### src/rtl/wdh_pkg.sv
package wdh_pkg;

  // Register indices; byte address is four times the index
  localparam logic [7:0] IDX_STATUS = 8'h0A;
  localparam logic [7:0] IDX_OPTION = 8'h20;
  localparam logic [7:0] IDX_WAKEMASK = 8'h21;
  localparam int ADDR_W = 10;
  localparam logic [ADDR_W-1:0] ADDR_STATUS = {IDX_STATUS, 2'b00};
  localparam logic [ADDR_W-1:0] ADDR_OPTION = {IDX_OPTION, 2'b00};
  localparam logic [ADDR_W-1:0] ADDR_WAKEMASK = {IDX_WAKEMASK, 2'b00};

  // Status field positions
  localparam int STAT_TO_BIT = 5;
  localparam int STAT_PDF_BIT = 4;

  // Option register reset: enabled, own oscillator, single clear, crystal, 2^16
  localparam logic [7:0] OPTION_RST = 8'h41;
  localparam logic [7:0] WAKEMASK_RST = 8'h00;

  // Watchdog chain
  localparam int DOG_W = 16;
  localparam logic [DOG_W-1:0] DOG_ONES = 16'hFFFF;
  localparam logic [DOG_W-1:0] DOG_ONE = 16'h0001;
  localparam logic [2:0] DIV_SEL_MAX = 3'h4;

  // Start-up wait after wake or reset, in system clock periods
  localparam int SST_CYCLES = 1024;
  localparam int SST_W = $clog2(SST_CYCLES);
  localparam logic [SST_W-1:0] SST_LAST = SST_W'(SST_CYCLES - 1);

  // Synchroniser layout: port A bits, then reset pin, then watchdog oscillator
  localparam int SYNC_W = 10;
  localparam int SYNC_RST_BIT = 8;
  localparam int SYNC_WOSC_BIT = 9;
  localparam logic [SYNC_W-1:0] SYNC_RST = 10'h3FF;

  typedef enum logic [1:0] {
    ST_RUN = 2'b00,
    ST_HALT = 2'b01,
    ST_WAKE = 2'b10,
    ST_RESET = 2'b11
  } wdh_state_e;

  // Option register layout, bit 0 first from the right
  typedef struct packed {
    logic spare;
    logic [2:0] div_sel;
    logic rc;
    logic dual;
    logic src;
    logic en;
  } wdh_opt_s;

  // Instruction strobes from the core, one cycle each
  typedef struct packed {
    logic halt;
    logic clr_single;
    logic clr_first;
    logic clr_second;
  } wdh_cmd_s;

endpackage

### src/rtl/wdh_watchdog_halt.sv
`timescale 1ns/1ps
module wdh_watchdog_halt (
  input wire logic ref_clk_in,
  input wire logic rst_b_in,
  input wire logic [wdh_pkg::ADDR_W-1:0] addr_in,
  input wire logic [7:0] wr_data_in,
  input wire logic wr_en_in,
  input wire logic rd_en_in,
  output logic [7:0] rd_data_out,
  input wire wdh_pkg::wdh_cmd_s cmd_in,
  input wire logic [2:0] int_flags_in,
  input wire logic [2:0] int_enable_in,
  input wire logic emi_in,
  input wire logic stack_full_in,
  input wire logic [7:0] port_a_in,
  input wire logic ext_reset_n_pin_in,
  input wire logic wdt_osc_in,
  output logic osc_run_out,
  output logic osc_out_pin_out,
  output logic chip_reset_out,
  output logic warm_reset_out,
  output logic halted_out,
  output logic resume_next_out,
  output logic int_entry_out,
  output logic timeout_flag_out,
  output logic powerdown_flag_out
);
  import wdh_pkg::*;

  function automatic logic [DOG_W-1:0] dog_last(input logic [2:0] sel);
    logic [2:0] s;
    s = (sel > DIV_SEL_MAX) ? DIV_SEL_MAX : sel;
    return DOG_ONES >> (DIV_SEL_MAX - s);
  endfunction

  wdh_state_e st_q;
  wdh_opt_s opt_q;
  logic [7:0] wake_mask_q;
  logic [SYNC_W-1:0] sync_s1_q, sync_s2_q, sync_s3_q, stab_q, stab_d;
  logic [DOG_W-1:0] dog_cnt_q;
  logic [SST_W-1:0] sst_q;
  logic [1:0] sys_div_q;
  logic [2:0] int_snap_q, wake_flags_q;
  logic first_seen_q, second_seen_q;
  logic to_q, pdf_q;
  logic osc_run_q, osc_out_q, chip_reset_q, warm_q, halted_q;
  logic resume_q, int_entry_q, wake_int_q, wake_warm_q;
  logic [7:0] rd_data_q;
  logic ext_low, wosc_rise, instr_tick, dog_tick, dog_clr, ovf, halt_go;
  logic [7:0] port_fall;
  logic [2:0] new_int;
  logic wake_port, wake_int_ev, serviceable;

  // Three-stage synchroniser for pins; third stage feeds only the agreement logic
  always_ff @(posedge ref_clk_in or negedge rst_b_in) begin
    if (!rst_b_in) begin
      sync_s1_q <= SYNC_RST;
      sync_s2_q <= SYNC_RST;
      sync_s3_q <= SYNC_RST;
      stab_q <= SYNC_RST;
    end else begin
      sync_s1_q <= {wdt_osc_in, ext_reset_n_pin_in, port_a_in};
      sync_s2_q <= sync_s1_q;
      sync_s3_q <= sync_s2_q;
      stab_q <= stab_d;
    end
  end

  // A change counts only once stages two and three agree
  assign stab_d = (sync_s2_q & ~(sync_s2_q ^ sync_s3_q)) | (stab_q & (sync_s2_q ^ sync_s3_q));
  assign ext_low = ~stab_q[SYNC_RST_BIT];
  assign wosc_rise = stab_d[SYNC_WOSC_BIT] & ~stab_q[SYNC_WOSC_BIT];
  assign port_fall = stab_q[7:0] & ~stab_d[7:0];

  // Instruction clock divider; frozen in halt since the system clock is off
  always_ff @(posedge ref_clk_in or negedge rst_b_in) begin
    if (!rst_b_in) begin
      sys_div_q <= 2'h0;
    end else if (st_q != ST_HALT) begin
      sys_div_q <= sys_div_q + 2'h1;
    end
  end

  assign instr_tick = (st_q != ST_HALT) && (sys_div_q == 2'h3);

  // Pull-high level unless RC mode exports the quarter-rate clock
  always_ff @(posedge ref_clk_in or negedge rst_b_in) begin
    if (!rst_b_in) begin
      osc_out_q <= 1'b1;
    end else begin
      osc_out_q <= (opt_q.rc && st_q != ST_HALT) ? sys_div_q[1] : 1'b1;
    end
  end

  // Source select: own oscillator keeps running through halt
  assign dog_tick = opt_q.src ? instr_tick : wosc_rise;
  assign halt_go = (st_q == ST_RUN) && cmd_in.halt && !ovf && !ext_low;

  // Clear instructions act only while the core executes and the dog is enabled
  assign dog_clr = opt_q.en && (st_q == ST_RUN) &&
                   (opt_q.dual ? ((cmd_in.clr_first | first_seen_q) &
                                  (cmd_in.clr_second | second_seen_q))
                               : cmd_in.clr_single);

  assign ovf = opt_q.en && dog_tick && !ext_low && (st_q != ST_RESET) &&
               (dog_cnt_q == dog_last(opt_q.div_sel));

  // Dual-clear bookkeeping; either order of the pair is accepted
  always_ff @(posedge ref_clk_in or negedge rst_b_in) begin
    if (!rst_b_in) begin
      first_seen_q <= 1'b0;
      second_seen_q <= 1'b0;
    end else if (dog_clr || !opt_q.dual || !opt_q.en || ext_low || st_q == ST_RESET) begin
      first_seen_q <= 1'b0;
      second_seen_q <= 1'b0;
    end else if (st_q == ST_RUN) begin
      first_seen_q <= first_seen_q | cmd_in.clr_first;
      second_seen_q <= second_seen_q | cmd_in.clr_second;
    end
  end

  // Single counter holds prescaler and divider, so a clear restarts the full period
  always_ff @(posedge ref_clk_in or negedge rst_b_in) begin
    if (!rst_b_in) begin
      dog_cnt_q <= '0;
    end else if (!opt_q.en || st_q == ST_RESET || ext_low || dog_clr || halt_go || ovf) begin
      dog_cnt_q <= '0;
    end else if (dog_tick) begin
      dog_cnt_q <= dog_cnt_q + DOG_ONE;
    end
  end

  // Flags: a set in the same cycle as a clear wins
  always_ff @(posedge ref_clk_in or negedge rst_b_in) begin
    if (!rst_b_in) begin
      to_q <= 1'b0;
      pdf_q <= 1'b0;
    end else begin
      if (ovf) begin
        to_q <= 1'b1;
      end else if (dog_clr || halt_go) begin
        to_q <= 1'b0;
      end
      if (halt_go) begin
        pdf_q <= 1'b1;
      end else if (dog_clr) begin
        pdf_q <= 1'b0;
      end
    end
  end

  // Interrupt flags already pending at halt entry are masked out of wake
  always_ff @(posedge ref_clk_in or negedge rst_b_in) begin
    if (!rst_b_in) begin
      int_snap_q <= 3'h0;
    end else if (halt_go) begin
      int_snap_q <= int_flags_in;
    end
  end

  assign new_int = int_flags_in & ~int_snap_q;
  assign wake_int_ev = |new_int;
  assign wake_port = |(port_fall & wake_mask_q);
  // Sampled at end of the wait, so software state at that moment decides
  assign serviceable = emi_in && !stack_full_in && |(wake_flags_q & int_enable_in);

  // Halt, wake and start-up sequencing
  always_ff @(posedge ref_clk_in or negedge rst_b_in) begin
    if (!rst_b_in) begin
      st_q <= ST_RESET;
      sst_q <= '0;
      chip_reset_q <= 1'b1;
      warm_q <= 1'b0;
      resume_q <= 1'b0;
      int_entry_q <= 1'b0;
      osc_run_q <= 1'b1;
      halted_q <= 1'b0;
      wake_int_q <= 1'b0;
      wake_warm_q <= 1'b0;
      wake_flags_q <= 3'h0;
    end else begin
      warm_q <= 1'b0;
      resume_q <= 1'b0;
      int_entry_q <= 1'b0;
      if (ext_low) begin
        // Pin low restarts the start-up wait each cycle, in any state
        st_q <= ST_RESET;
        sst_q <= '0;
        chip_reset_q <= 1'b1;
        osc_run_q <= 1'b1;
        halted_q <= 1'b0;
      end else begin
        case (st_q)
          ST_RUN: begin
            if (ovf) begin
              st_q <= ST_RESET;
              sst_q <= '0;
              chip_reset_q <= 1'b1;
            end else if (halt_go) begin
              st_q <= ST_HALT;
              osc_run_q <= 1'b0;
              halted_q <= 1'b1;
            end
          end
          ST_HALT: begin
            if (ovf || wake_port || wake_int_ev) begin
              st_q <= ST_WAKE;
              sst_q <= '0;
              osc_run_q <= 1'b1;
              warm_q <= ovf;
              wake_warm_q <= ovf;
              wake_int_q <= !ovf && !wake_port && wake_int_ev;
              wake_flags_q <= new_int;
            end
          end
          ST_WAKE: begin
            if (ovf) begin
              st_q <= ST_RESET;
              sst_q <= '0;
              chip_reset_q <= 1'b1;
              halted_q <= 1'b0;
            end else if (osc_run_q) begin
              if (sst_q == SST_LAST) begin
                st_q <= ST_RUN;
                halted_q <= 1'b0;
                if (!wake_warm_q) begin
                  int_entry_q <= wake_int_q && serviceable;
                  resume_q <= !(wake_int_q && serviceable);
                end
              end else begin
                sst_q <= sst_q + SST_W'(1);
              end
            end
          end
          ST_RESET: begin
            if (sst_q == SST_LAST) begin
              st_q <= ST_RUN;
              chip_reset_q <= 1'b0;
            end else begin
              sst_q <= sst_q + SST_W'(1);
            end
          end
          default: begin
            st_q <= ST_RESET;
            sst_q <= '0;
            chip_reset_q <= 1'b1;
          end
        endcase
      end
    end
  end

  // Option and wake-mask registers; writes take effect on the next edge
  always_ff @(posedge ref_clk_in or negedge rst_b_in) begin
    if (!rst_b_in) begin
      opt_q <= OPTION_RST;
      wake_mask_q <= WAKEMASK_RST;
    end else if (wr_en_in) begin
      if (addr_in == ADDR_OPTION) begin
        opt_q <= wr_data_in;
      end
      if (addr_in == ADDR_WAKEMASK) begin
        wake_mask_q <= wr_data_in;
      end
    end
  end

  // Read data stands only in the cycle after the strobe; unmapped reads zero
  always_ff @(posedge ref_clk_in or negedge rst_b_in) begin
    if (!rst_b_in) begin
      rd_data_q <= 8'h00;
    end else if (!rd_en_in) begin
      rd_data_q <= 8'h00;
    end else begin
      case (addr_in)
        ADDR_STATUS: begin
          rd_data_q <= 8'h00;
          rd_data_q[STAT_TO_BIT] <= to_q;
          rd_data_q[STAT_PDF_BIT] <= pdf_q;
        end
        ADDR_OPTION: rd_data_q <= opt_q;
        ADDR_WAKEMASK: rd_data_q <= wake_mask_q;
        default: rd_data_q <= 8'h00;
      endcase
    end
  end

  assign rd_data_out = rd_data_q;
  assign osc_run_out = osc_run_q;
  assign osc_out_pin_out = osc_out_q;
  assign chip_reset_out = chip_reset_q;
  assign warm_reset_out = warm_q;
  assign halted_out = halted_q;
  assign resume_next_out = resume_q;
  assign int_entry_out = int_entry_q;
  assign timeout_flag_out = to_q;
  assign powerdown_flag_out = pdf_q;

  // The divider still moves on the halt edge itself, so stillness is checked one cycle on
  chk_halt_osc_off: assert property (@(posedge ref_clk_in) disable iff (!rst_b_in)
    halt_go |=> !osc_run_q && halted_q ##1 $stable(sys_div_q))
    else $error("oscillator not stopped on halt");

  chk_halt_hold: assert property (@(posedge ref_clk_in) disable iff (!rst_b_in)
    (st_q == ST_HALT) |-> halted_q && !osc_run_q)
    else $error("core not frozen while halted");

  chk_rc_clock_out: assert property (@(posedge ref_clk_in) disable iff (!rst_b_in)
    (opt_q.rc && $past(opt_q.rc) && $past(st_q) != ST_HALT)
    |-> osc_out_q == $past(sys_div_q[1]))
    else $error("quarter clock not on oscillator output");

  // A reset pin edge may still raise chip reset while disabled, so it is left out
  chk_dog_disabled: assert property (@(posedge ref_clk_in) disable iff (!rst_b_in)
    (!opt_q.en && !ext_low && st_q == ST_RUN) |=> dog_cnt_q == '0 && !$rose(to_q)
      && !$rose(chip_reset_q))
    else $error("disabled watchdog had an effect");

  chk_pin_clears_dog: assert property (@(posedge ref_clk_in) disable iff (!rst_b_in)
    ext_low |=> dog_cnt_q == '0 && chip_reset_q && st_q == ST_RESET)
    else $error("reset pin did not clear the watchdog");

  chk_ovf_chip_reset: assert property (@(posedge ref_clk_in) disable iff (!rst_b_in)
    (ovf && st_q == ST_RUN) |=> chip_reset_q && to_q && st_q == ST_RESET)
    else $error("run overflow without chip reset");

  chk_ovf_warm_reset: assert property (@(posedge ref_clk_in) disable iff (!rst_b_in)
    (ovf && st_q == ST_HALT) |=> warm_q && to_q && !chip_reset_q ##1 !warm_q)
    else $error("halt overflow without warm reset");

  chk_warm_only_halt: assert property (@(posedge ref_clk_in) disable iff (!rst_b_in)
    warm_q |-> $past(st_q) == ST_HALT)
    else $error("warm reset outside halt");

  chk_single_clear: assert property (@(posedge ref_clk_in) disable iff (!rst_b_in)
    (opt_q.en && !opt_q.dual && st_q == ST_RUN && cmd_in.clr_single) |=> dog_cnt_q == '0)
    else $error("single clear missed");

  // A running count must survive a lone first half, whether or not a tick lands
  chk_dual_half_clear: assert property (@(posedge ref_clk_in) disable iff (!rst_b_in)
    (opt_q.en && opt_q.dual && !first_seen_q && !second_seen_q && cmd_in.clr_first
     && !cmd_in.clr_second && !halt_go && !ovf && !ext_low && dog_cnt_q != '0
     && st_q == ST_RUN)
    |=> dog_cnt_q != '0)
    else $error("dual mode cleared on one instruction");

  chk_halt_flags: assert property (@(posedge ref_clk_in) disable iff (!rst_b_in)
    halt_go |=> pdf_q && !to_q && dog_cnt_q == '0)
    else $error("halt entry flags wrong");

  chk_pdf_clear: assert property (@(posedge ref_clk_in) disable iff (!rst_b_in)
    (dog_clr && !halt_go) |=> !pdf_q)
    else $error("effective clear left the powerdown flag set");

  chk_instr_stop: assert property (@(posedge ref_clk_in) disable iff (!rst_b_in)
    (st_q == ST_HALT && $past(st_q) == ST_HALT && opt_q.src) |-> $stable(dog_cnt_q))
    else $error("instruction clocked watchdog ran in halt");

  chk_stale_int: assert property (@(posedge ref_clk_in) disable iff (!rst_b_in)
    (st_q == ST_HALT && !ext_low && !ovf && !wake_port && (int_flags_in & ~int_snap_q) == 3'h0)
    |=> st_q == ST_HALT)
    else $error("woken by a stale interrupt flag");

  chk_port_wake: assert property (@(posedge ref_clk_in) disable iff (!rst_b_in)
    (st_q == ST_HALT && !ext_low && wake_port) |=> st_q == ST_WAKE && osc_run_q)
    else $error("enabled port edge did not wake");

  chk_int_wake: assert property (@(posedge ref_clk_in) disable iff (!rst_b_in)
    (st_q == ST_HALT && !ext_low && !ovf && !wake_port && wake_int_ev)
    |=> st_q == ST_WAKE && wake_int_q)
    else $error("new interrupt flag did not wake");

  chk_wake_wait: assert property (@(posedge ref_clk_in) disable iff (!rst_b_in)
    ($past(st_q) == ST_WAKE && st_q == ST_RUN) |-> $past(sst_q) == SST_LAST)
    else $error("wake wait length wrong");

  chk_wake_outcome: assert property (@(posedge ref_clk_in) disable iff (!rst_b_in)
    ($past(st_q) == ST_WAKE && st_q == ST_RUN && !$past(wake_warm_q))
    |-> (resume_q ^ int_entry_q))
    else $error("wake end gave no single continuation");

  chk_status_bits: assert property (@(posedge ref_clk_in) disable iff (!rst_b_in)
    (rd_en_in && addr_in == ADDR_STATUS)
    |=> rd_data_q[STAT_TO_BIT] == $past(to_q) && rd_data_q[STAT_PDF_BIT] == $past(pdf_q))
    else $error("status flags misplaced on read");

endmodule
### config.mk
export PLATFORM = sky130hd
export DESIGN_NAME = wdh_watchdog_halt
export DESIGN_NICKNAME = d
export VERILOG_FILES = /design/src/rtl/wdh_pkg.sv /design/src/rtl/wdh_watchdog_halt.sv
export SDC_FILE = /design/constraint.sdc
export NUM_CORES = 1
export LEC_CHECK = 0
export BUFFER_PORTS_ARGS = -buffer_cell sky130_fd_sc_hd__buf_2
export CAP_MARGIN = 5
export CORE_UTILIZATION = 40
export CTS_BUF_LIST = sky130_fd_sc_hd__clkbuf_8
export CTS_CLUSTER_DIAMETER = 50
export CTS_CLUSTER_SIZE = 8
export DETAILED_ROUTE_END_ITERATION = 8
export PLACE_DENSITY_LB_ADDON = 0.3
export SLEW_MARGIN = 15
export SYNTH_ARGS = -nofsm -noshare
export SYNTH_HDL_FRONTEND = slang
export SYNTH_SLANG_ARGS = --single-unit
### constraint.sdc
create_clock -name ref_clk_in -period 8.1 [get_ports ref_clk_in]
set_clock_uncertainty 0.05 [all_clocks]
set_input_delay 0.405 -clock ref_clk_in [delete_from_list [all_inputs] [get_ports ref_clk_in]]
set_output_delay 0.405 -clock ref_clk_in [all_outputs]
set_load 0.02 [all_outputs]
==> results of run 1 <==
stage by stage:
stage / total power [mW] / cell area, µm² / util (%) / setup WS [ns] / hold slack, ns
6_report: 1.23 / 5940 / 49.2 / 4.99 / 0.177
2_1_floorplan: 0.637 / 4950 / - / 5.34 / 0.0594
3_5_place_dp: 0.669 / 5400 / 44.8 / 4.99 / 0.297
3_3_place_gp: 0.666 / 5400 / 44.8 / 5.09 / 0.296
4_1_cts: 1.25 / 5930 / 49.1 / 4.98 / 0.000254
5_1_grt: 1.28 / 5940 / 49.2 / 4.77 / 0.149
final cells by class:
class	instances	share of cell area (%)
inverters	8	0.506
clock inverters	15	3.27
multi-input cells	270	32.9
flip-flops and latches	113	48.6
repair buffers	73	7.21
well taps	168	3.54
clock buffers	17	3.94
layer usage:
layer,GRT usage (%),vias up,wire (µm)
li1,-,1613,-
met5,0,-,0
met4,4.21,0,55
met2,27.2,67,4850
met1,21.7,1692,4760
met3,5.41,4,302
logic make-up after synthesis:
family / Yosys count / synth area share, %
flip-flops: 113 / 58.3
AO/OA/AOI/OAI: 53 / 8.69
AND/OR/NAND/NOR: 152 / 17.1
XOR/XNOR: 21 / 3.71
adder cells (fa/ha/maj): 15 / 3.34
buffers and inverters: 19 / 2.27
multiplexers: 29 / 6.64
placed cells by master (no fill, tap or decap), drive strengths merged, types with 4 or more instances in the layout:
cell	count
nor2	46
buf	62
o21ai	10
a21oi	7
clkbuf	17
and3	8
dfstp	47
nand4	6
dfrtp	66
mux2	22
o22a	5
nand3	17
nand2	23
inv	16
and2	4
nor3	10
clkinv	4
xor2	10
dlygate4sd3	11
nor4bb	8
nand2b	5
xnor2	11
mux2i	7
maj3	9
nor2b	6
nor4	4
ha	6
state kept, by name, summed over array words and instances, names as in the netlist, 8 cells and up, named ones only:
register     cells
dog_cnt_q       16
sync_s1_q       10
opt_q            8
sst_q           10
wake_mask_q      8
sync_s2_q       10
stab_q           9
rd_data_out      8
sync_s3_q       10
worst max-delay path by stage:
stage	from	end	slack, ns	depth (start not counted)
floorplan	opt_q[6]$_DFFE_PN1P_	int_snap_q[0]$_DFFE_PN0P_	5.34	11
global placement	opt_q[6]$_DFFE_PN1P_	int_snap_q[0]$_DFFE_PN0P_	5.09	10
detailed placement	opt_q[6]$_DFFE_PN1P_	int_snap_q[0]$_DFFE_PN0P_	4.99	10
CTS	opt_q[6]$_DFFE_PN1P_	int_snap_q[0]$_DFFE_PN0P_	4.98	10
global route	opt_q[6]$_DFFE_PN1P_	dog_cnt_q[12]$_DFFE_PN0P_	4.77	11
finish	opt_q[6]$_DFFE_PN1P_	int_snap_q[0]$_DFFE_PN0P_	4.99	10
power by group:
| group | total [mW] | switching [mW] | leakage (nW) | internal (mW) |
|---|---|---|---|---|
| Sequential | 0.604 | 0.0123 | 1.39 | 0.591 |
| Combinational | 0.0586 | 0.0308 | 0.978 | 0.0277 |
| Clock | 0.566 | 0.252 | 0.219 | 0.315 |
| Total | 1.23 | 0.295 | 2.59 | 0.934 |
critical path: stages (launching register included):
cell,delay (ns)
dfstp_2,0.60
nand2b_1,0.15
ha_1,0.16
inv_1,0.05
ha_1,0.30
nor2b_1,0.15
xnor2_1,0.09
nor4_2,0.55
and3_1,0.47
nor2_4,0.11
mux2_4,0.31
==> qor.csv, run 1 <==
metric,value,unit
global route total overflow,0,
period utilization,38.4,%
Die Area,0.0128,mm²
Setup Viol. Count Final,0,
fmax,321,MHz
Yosys top cell by area,dfrtp_1,
Final ANT Viol Nets,0,
number of synthesis warnings,0,
synth top area cells,"dfrtp_1 33%, dfstp_2 25%, mux2_2 4.3%",
number of global-route vias before repair,3433,
Hold Path End,rd_data_out[4]$_DFF_PN0_,
CP endpoint kind,register,
Mapped Cells,402,
Reg2Reg Depth,10,
R2R setup slack,4.99,ns
Worst R2R Start,opt_q[6]$_DFFE_PN1P_,
worst min path class,in2reg,
cell with the most instances after synthesis,dfrtp_1,
maximum vdd ir drop,0.128,mV
drt wl/cell,15.0,µm
H-tree depth,4,
dpl cells,621,
I/O Buffers,60,
row count,40,
Area Overhead vs Synth,19.9,%
crit start category,register,
Initial Util,41.1,%
cts-stage hold buffer count,10,
initial antenna violation count,0,
DR iter-0 viols,206,
status,"complete, no violations",
worst r2r dst,int_snap_q[0]$_DFFE_PN0P_,
Final Non-Filler Cells,664,
Worst Setup Path Type,reg2reg,
# nets final,533,
multi-input logic area,0.00195,mm²
synth cell count leaders,"66 x dfrtp_1, 47 x dfstp_2, 44 x nor2_1",
most common flop cell mapped by yosys,dfrtp_1,
Mapped Area,0.00495,mm²
I/O Pins,61,
unrepaired setup endpoints after global routing,false,
Pleak,2.59,nW
final hold violation count,0,
hold path depth,2,
number of synthesized flops with an enable pin,0,
CTS tree,done,
Crit Path Max Fanout,9,
postcts setup bufs,0,
clk buf depth,2,
Max transition margin,47.1,%
First-pass DRT Iterations,5,
count of cell types in the netlist,69,
Num CTS Buffers,17,
max-slew violations,0,
register area,0.00289,mm²
Final HPWL DP,6.83,mm
largest net degree at the start of global routing,67,
clock slew at reported path FFs,0.08,ns
final worst path period need,3.11,ns
CTS Root Cell,clkbuf_8,
DIE WIDTH,113,µm
GRT Overall Usage,16.7,%
Clock Sinks,113,
gpl congestion,0.825,
DRC Markers,0,
Clock Latency Late Sink,0.42,ns
"FFs w/ async S/R, synth",100,%
CP arrival,3.36,ns
"Req. time, crit path",8.35,ns
share of layout cells above drive strength 1,35.7,%
Sum Neg Setup Slack,0,ns
MaxCap Viol Count,0,
Yosys reg bits,113,
vias,3376,
Synthesized Nets,452,
n_diodes,0,
worst slew pin tran,0.793,ns
Via density,5.08,
HP Start,rd_en_in,
Mean Syn Cell Area,12.3,µm²
core area,0.0121,mm²
Cell Pwr Density,207,mW/mm²
share of the synthesized area in the top cell type,33.4,%
final wirelength,9.97,mm
Die Ht,113,µm
first-pass GRT wire length,16.5,mm
"Seq/Total Area, Yosys",58.3,%
post_cts resized,0,
Fillers,1065,
(Power assumes the default switching activity.)
==> run 2, diff against run 1 <==
- clock period: 8.1 -> 3.2 ns (I/O delays scaled with it)
==> run 2 against run 1 <==
Global-route usage fell by 0.29 points. Die area did not move. Via count barely moved. Critical path depth rose by 1. Clock power rose by 130%. Utilization rose by 1.3 points. Sequential cell count did not move. Worst hold slack got worse by 0.11 ns. Largest cell class unchanged.
==> qor.csv, run 2 (synthesis results as in run 1) <==
metric,value,unit,change
MaxCap Viol Count,0,,unchanged
Setup Viol. Count Final,0,,unchanged
final worst path period need,3.02,ns,was 3.11 ns
Initial Util,41.1,%,unchanged
Cell Pwr Density,489,mW/mm²,was 207 mW/mm²
final wirelength,9.68,mm,was 9.97 mm
unrepaired setup endpoints after global routing,false,,unchanged
Post-DP Area,0.00544,mm²,was 0.00540 mm²
hold path depth,4,,was 2
Via density,4.94,,was 5.08
gpl congestion,0.777,,was 0.825
HP Start,emi_in,,was rd_en_in
Pleak,2.65,nW,was 2.59 nW
Worst R2R Start,opt_q[6]$_DFFE_PN1P_,,unchanged
vias,3379,,was 3376
most frequent cells in the layout,"66 x dfrtp_1, 59 x buf_2, 47 x dfstp_2",,unchanged
crit start category,register,,unchanged
worst min path class,in2reg,,unchanged
first-pass GRT wire length,16.4,mm,was 16.5 mm
initial antenna violation count,0,,unchanged
"most used cell, CP",ha_1,,unchanged
R2R setup slack,0.18,ns,was 4.99 ns
crit-path cells,nand2b_1 -> ha_1 -> inv_1 -> ha_1 -> nor2b_1 -> xnor2_1 -> nor4_2 -> buf_4 -> a311oi_4 -> nor3_2 -> a221o_1,,was nand2b_1 -> ha_1 -> inv_1 -> ha_1 -> nor2b_1 -> xnor2_1 -> nor4_2 -> and3_1 -> nor2_4 -> mux2_4
Fillers,1032,,was 1065
status,"complete, no violations",,unchanged
Sum Neg Setup Slack,0,ns,unchanged
period utilization,94.5,%,was 38.4%
First-pass DRT Iterations,4,,was 5
Num CTS Buffers,17,,unchanged
Worst Setup Path Type,reg2reg,,unchanged
CP endpoint kind,register,,unchanged
Final ANT Viol Nets,0,,unchanged
CTS tree,done,,unchanged
final worst-path setup slack,0.177,ns,was 4.99 ns
max-slew violations,0,,unchanged
dpl ws,0.165,ns,was 4.99 ns
n_diodes,0,,unchanged
DR iter-0 viols,236,,was 206
H-tree depth,4,,unchanged
GRT Overall Usage,16.4,%,was 16.7%
fmax,331,MHz,was 321 MHz
CP max stage cell,a311oi_4,,was dfstp_2
Reg with most FFs,dog_cnt_q,,unchanged
"Req. time, crit path",3.45,ns,was 8.35 ns
I/O Pins,61,,unchanged
# nets final,553,,was 533
CP bufs+invs,2,,was 1
largest net degree at the start of global routing,88,,was 67
Clock Sinks,113,,unchanged
Tot Pwr,2.98,mW,was 1.23 mW
row count,40,,unchanged
Final HPWL DP,6.60,mm,was 6.83 mm
Max transition margin,48.3,%,was 47.1%
postcts setup bufs,0,,unchanged
"commonest non-fill, non-tap cell in the layout",dfrtp_1,,unchanged
I/O Buffers,60,,unchanged
clock slew at reported path FFs,0.07,ns,was 0.08 ns
Die Ht,113,µm,unchanged
Crit Path Max Fanout,15,,was 9
final hold violation count,0,,unchanged
Reg2Reg Depth,11,,was 10
clk buf depth,2,,unchanged
number of global-route vias before repair,3470,,was 3433
DRC Markers,0,,unchanged
Hold Path End,int_entry_out$_DFF_PN0_,,was rd_data_out[4]$_DFF_PN0_
worst slew pin tran,0.776,ns,was 0.793 ns
CTS Root Cell,clkbuf_8,,unchanged
global route total overflow,0,,unchanged
CP peak stage delay,0.63,ns,was 0.60 ns
worst r2r dst,sst_q[3]$_DFFE_PN0P_,,was int_snap_q[0]$_DFFE_PN0P_
number of flip-flops in the largest register,16,,unchanged
share of layout cells above drive strength 1,35.1,%,was 35.7%
drt wl/cell,14.2,µm,was 15.0 µm
Clock Latency Late Sink,0.42,ns,about the same
DIE WIDTH,113,µm,unchanged
Final Cell Area,0.00609,mm²,was 0.00594 mm²
CP arrival,3.27,ns,was 3.36 ns
Area Overhead vs Synth,23.0,%,was 19.9%
core area,0.0121,mm²,unchanged
Die Area,0.0128,mm²,unchanged
Worst path top cell family by delay,compound AO/OA/AOI/OAI gates,,was simple AND/OR/NAND/NOR gates
maximum vdd ir drop,0.356,mV,was 0.128 mV
==> run 2: changes by cell type in the layout (fill, tap and decap cells not counted), moves of 2 or more <==
| cell | previous run | this run |
|---|---|---|
| buf_4 | 3 | 7 |
| inv_6 | 8 | 0 |
| clkinvlp_4 | 0 | 5 |
| clkinv_2 | 1 | 3 |
| dlygate4sd3_1 | 11 | 26 |
==> run 2: worst reg2reg max path: stages, from the launching register on <==
cell and delay, ns:
dfstp_2 0.59, nand2b_1 0.15, ha_1 0.15, inv_1 0.04
ha_1 0.30, nor2b_1 0.15, xnor2_1 0.15, nor4_2 0.07
buf_4 0.16, a311oi_4 0.63, nor3_2 0.15, a221o_1 0.32
==> run 2: per-stage QoR <==
stage          util, %  std cells  hold WS (ns)
2_1_floorplan        -        402        -0.186
3_3_place_gp      45.1        626         0.216
3_5_place_dp      45.1        626         0.217
4_1_cts           50.5        684        0.0440
5_1_grt           50.5        684        0.0881
6_report          50.5        684        0.0717
==> run 2: where the power goes <==
group / total, mW / switching (mW) / internal [mW]
Sequential: 1.53 / 0.0308 / 1.50
Combinational: 0.164 / 0.0807 / 0.0837
Clock: 1.29 / 0.580 / 0.706
Total: 2.98 / 0.691 / 2.29
==> run 2: area by class of cell <==
type | instances | area, µm² | area share (%)
Clock buffer | 18 | 248 | 4.07
Clock inverter | 14 | 143 | 2.34
Inverter | 8 | 30.0 | 0.493
Multi-Input combinational cell | 270 | 1950 | 32.1
Sequential cell | 113 | 2890 | 47.4
Tap cell | 168 | 210 | 3.45
Timing Repair Buffer | 93 | 619 | 10.2
==> run 2: worst max path at each step <==
| stage | startpoint | endpoint | slack (ns) | cells past startpoint |
|---|---|---|---|---|
| global route | opt_q[6]$_DFFE_PN1P_ | sst_q[3]$_DFFE_PN0P_ | 0.01 | 11 |
| detailed placement | opt_q[6]$_DFFE_PN1P_ | sst_q[3]$_DFFE_PN0P_ | 0.17 | 11 |
| finish | opt_q[6]$_DFFE_PN1P_ | sst_q[3]$_DFFE_PN0P_ | 0.18 | 11 |
| floorplan | opt_q[6]$_DFFE_PN1P_ | int_snap_q[0]$_DFFE_PN0P_ | 0.44 | 11 |
| global placement | opt_q[6]$_DFFE_PN1P_ | sst_q[3]$_DFFE_PN0P_ | 0.31 | 11 |
| CTS | opt_q[6]$_DFFE_PN1P_ | sst_q[3]$_DFFE_PN0P_ | 0.16 | 11 |
==> run 2: metal layers <==
layer  vias up  share of wire, %  global-route usage (%)
met5         -                 0                       0
met1      1659                50                    22.7
met4         0              0.58                    5.26
met3         6               3.7                    4.61
met2        67                46                    25.0
li1       1647                 -                       -
==> run 2: repair_timing <==
| item | 4_1_cts | 5_1_grt |
|---|---|---|
| hold endpoints to repair | 92 | 0 |
| hold buffers | 26 | 0 |
| resized for setup | 0 | 0 |
==> run 3, diff against run 2 <==
- CORE_ASPECT_RATIO: unset -> 1.25
- MAX_ROUTING_LAYER: unset -> met4
==> run 3 against run 2 <==
Global-route usage grew 0.75 points. Via count is 0.27% lower. Non-clock buffer count fell by 1. Utilization up 0.086 points. Clock power rose by 9%. Worst hold slack lost 0.0043 ns. Count of clock-buffer cells in the layout did not move.
==> qor.csv, run 3 (synthesis results as in run 1) <==
metric,value,unit,change
Setup Viol. Count Final,0,,unchanged
Gate power share,5.2,%,was 5.5%
Final Cell Area,0.00612,mm²,was 0.00609 mm²
CP endpoint kind,register,,unchanged
Max transition margin,55.0,%,was 48.3%
DIE WIDTH,102,µm,was 113 µm
period utilization,92.7,%,was 94.5%
worst min path class,in2reg,,unchanged
fmax,337,MHz,was 331 MHz
Sum Neg Setup Slack,0,ns,unchanged
"commonest non-fill, non-tap cell in the layout",dfrtp_1,,unchanged
drt wl/cell,14.2,µm,about the same
Clk pwr share,45.4,%,was 43.2%
initial antenna violation count,0,,unchanged
Die Ht,126,µm,was 113 µm
row count,45,,was 40
Worst Setup Path Type,reg2reg,,unchanged
Initial Util,40.9,%,was 41.1%
n_diodes,0,,unchanged
final worst path period need,2.97,ns,was 3.02 ns
core area,0.0121,mm²,about the same
Post-DP Area,0.00544,mm²,unchanged
Final HPWL DP,6.55,mm,was 6.60 mm
global route total overflow,0,,unchanged
crit start category,register,,unchanged
final wirelength,9.65,mm,was 9.68 mm
Crit Path Max Fanout,15,,unchanged
Cell Pwr Density,506,mW/mm²,was 489 mW/mm²
Area Overhead vs Synth,23.6,%,was 23.0%
gpl congestion,0.819,,was 0.777
DRC Markers,0,,unchanged
CTS tree,done,,unchanged
Pleak,2.66,nW,was 2.65 nW
postcts setup bufs,0,,unchanged
final core utilization,50.6,%,was 50.5%
Tot Pwr,3.10,mW,was 2.98 mW
post_cts resized,0,,unchanged
Clock Latency Late Sink,0.44,ns,was 0.42 ns
multi-input logic area,0.00195,mm²,unchanged
largest net degree at the start of global routing,114,,was 88
unrepaired setup endpoints after global routing,false,,unchanged
Num CTS Buffers,17,,unchanged
final hold violation count,0,,unchanged
DR iter-0 viols,129,,was 236
worst slew pin tran,0.675,ns,was 0.776 ns
Seq pwr share,49.4,%,was 51.3%
most frequent cells in the layout,"66 x dfrtp_1, 59 x buf_2, 47 x dfstp_2",,unchanged
number of flip-flops in the largest register,16,,unchanged
Via density,4.96,,was 4.94
I/O Pins,61,,unchanged
clk buf depth,2,,unchanged
dpl ws,0.231,ns,was 0.165 ns
Final ANT Viol Nets,0,,unchanged
Fillers,1045,,was 1032
MaxCap Viol Count,0,,unchanged
max-slew violations,0,,unchanged
Die Area,0.0128,mm²,about the same
share of layout cells above drive strength 1,35.1,%,about the same
switching pwr,0.716,mW,was 0.691 mW
CP arrival,3.24,ns,was 3.27 ns
H-tree depth,4,,unchanged
Int Pwr,2.38,mW,was 2.29 mW
number of global-route vias before repair,3386,,was 3470
dpl cells,621,,was 626
Switching Share,23.1,%,was 23.2%
Clock Sinks,113,,unchanged
clock slew at reported path FFs,0.07,ns,about the same
Reg with most FFs,dog_cnt_q,,unchanged
First-pass DRT Iterations,4,,unchanged
Final Non-Filler Cells,679,,was 684
final worst-path setup slack,0.233,ns,was 0.177 ns
cts-stage hold buffer count,26,,unchanged
I/O Buffers,60,,unchanged
CTS Root Cell,clkbuf_8,,unchanged
maximum vdd ir drop,0.243,mV,was 0.356 mV
Hold Slack,0.0674,ns,was 0.0717 ns
status,"complete, no violations",,unchanged
# nets final,552,,was 553
vias,3370,,was 3379
GRT Overall Usage,17.2,%,was 16.4%
"Req. time, crit path",3.47,ns,was 3.45 ns
first-pass GRT wire length,16.2,mm,was 16.4 mm
register area,0.00289,mm²,unchanged
==> run 3: changes by cell type in the layout (fill, tap and decap cells not counted) <==
cell        delta
buf_6          -1
buf_12         +1
inv_1          -1
clkinv_2       -2
inv_6          +3
buf_4          -1
bufinv_16      +1
clkinv_4       +1
clkinvlp_4     -2
==> run 3: path summary, 6_finish.rpt <==
check / start / to / slack (ns) / cells past startpoint
setup reg to reg: opt_q[6]$_DFFE_PN1P_ / sst_q[3]$_DFFE_PN0P_ / 0.23 / 11
min in group asynchronous: rst_b_in / sst_q[6]$_DFFE_PN0P_ / 0.28 / 3
hold reg to reg: sync_s1_q[8]$_DFF_PN1_ / sync_s2_q[8]$_DFF_PN1_ / 0.31 / 0
hold / removal: emi_in / int_entry_out$_DFF_PN0_ / 0.07 / 4
max in group asynchronous: rst_b_in / dog_cnt_q[1]$_DFFE_PN0P_ / 2.34 / 3
setup / recovery: opt_q[6]$_DFFE_PN1P_ / sst_q[3]$_DFFE_PN0P_ / 0.23 / 11
==> run 3: power by group through the flow <==
stage	clock network [mW]	registers (mW)	logic, mW
global route	1.51	1.53	0.181
global placement	0	1.55	0.138
finish	1.41	1.53	0.162
detailed placement	0	1.55	0.141
floorplan	0	1.54	0.0710
CTS	1.45	1.53	0.165
==> run 3: final cells by class <==
cell class                      count  area share, %
Sequential cell                   113           47.1
Multi-Input combinational cell    270           31.9
Timing Repair Buffer               92           10.1
Clock buffer                       18           4.05
Tap cell                          164           3.35
Clock inverter                     14           2.92
Inverter                            8          0.490
==> run 3: per-layer routing <==
layer  track usage (%)  up-vias  routed length, µm
met5                 -        -                  0
met4              9.29        0                221
met3              4.68       21                304
met2              26.0       65               4710
met1              20.7     1632               4410
li1                  -     1652                  -
==> run 3: worst max-delay path: stages, from the launching register on <==
cell and delay, ns:
dfstp_2 0.59, nand2b_1 0.15, ha_1 0.15, inv_1 0.04, ha_1 0.31, nor2b_1 0.16
xnor2_1 0.15, nor4_2 0.07, buf_4 0.16, a311oi_4 0.61, nor3_2 0.12, a221o_1 0.31
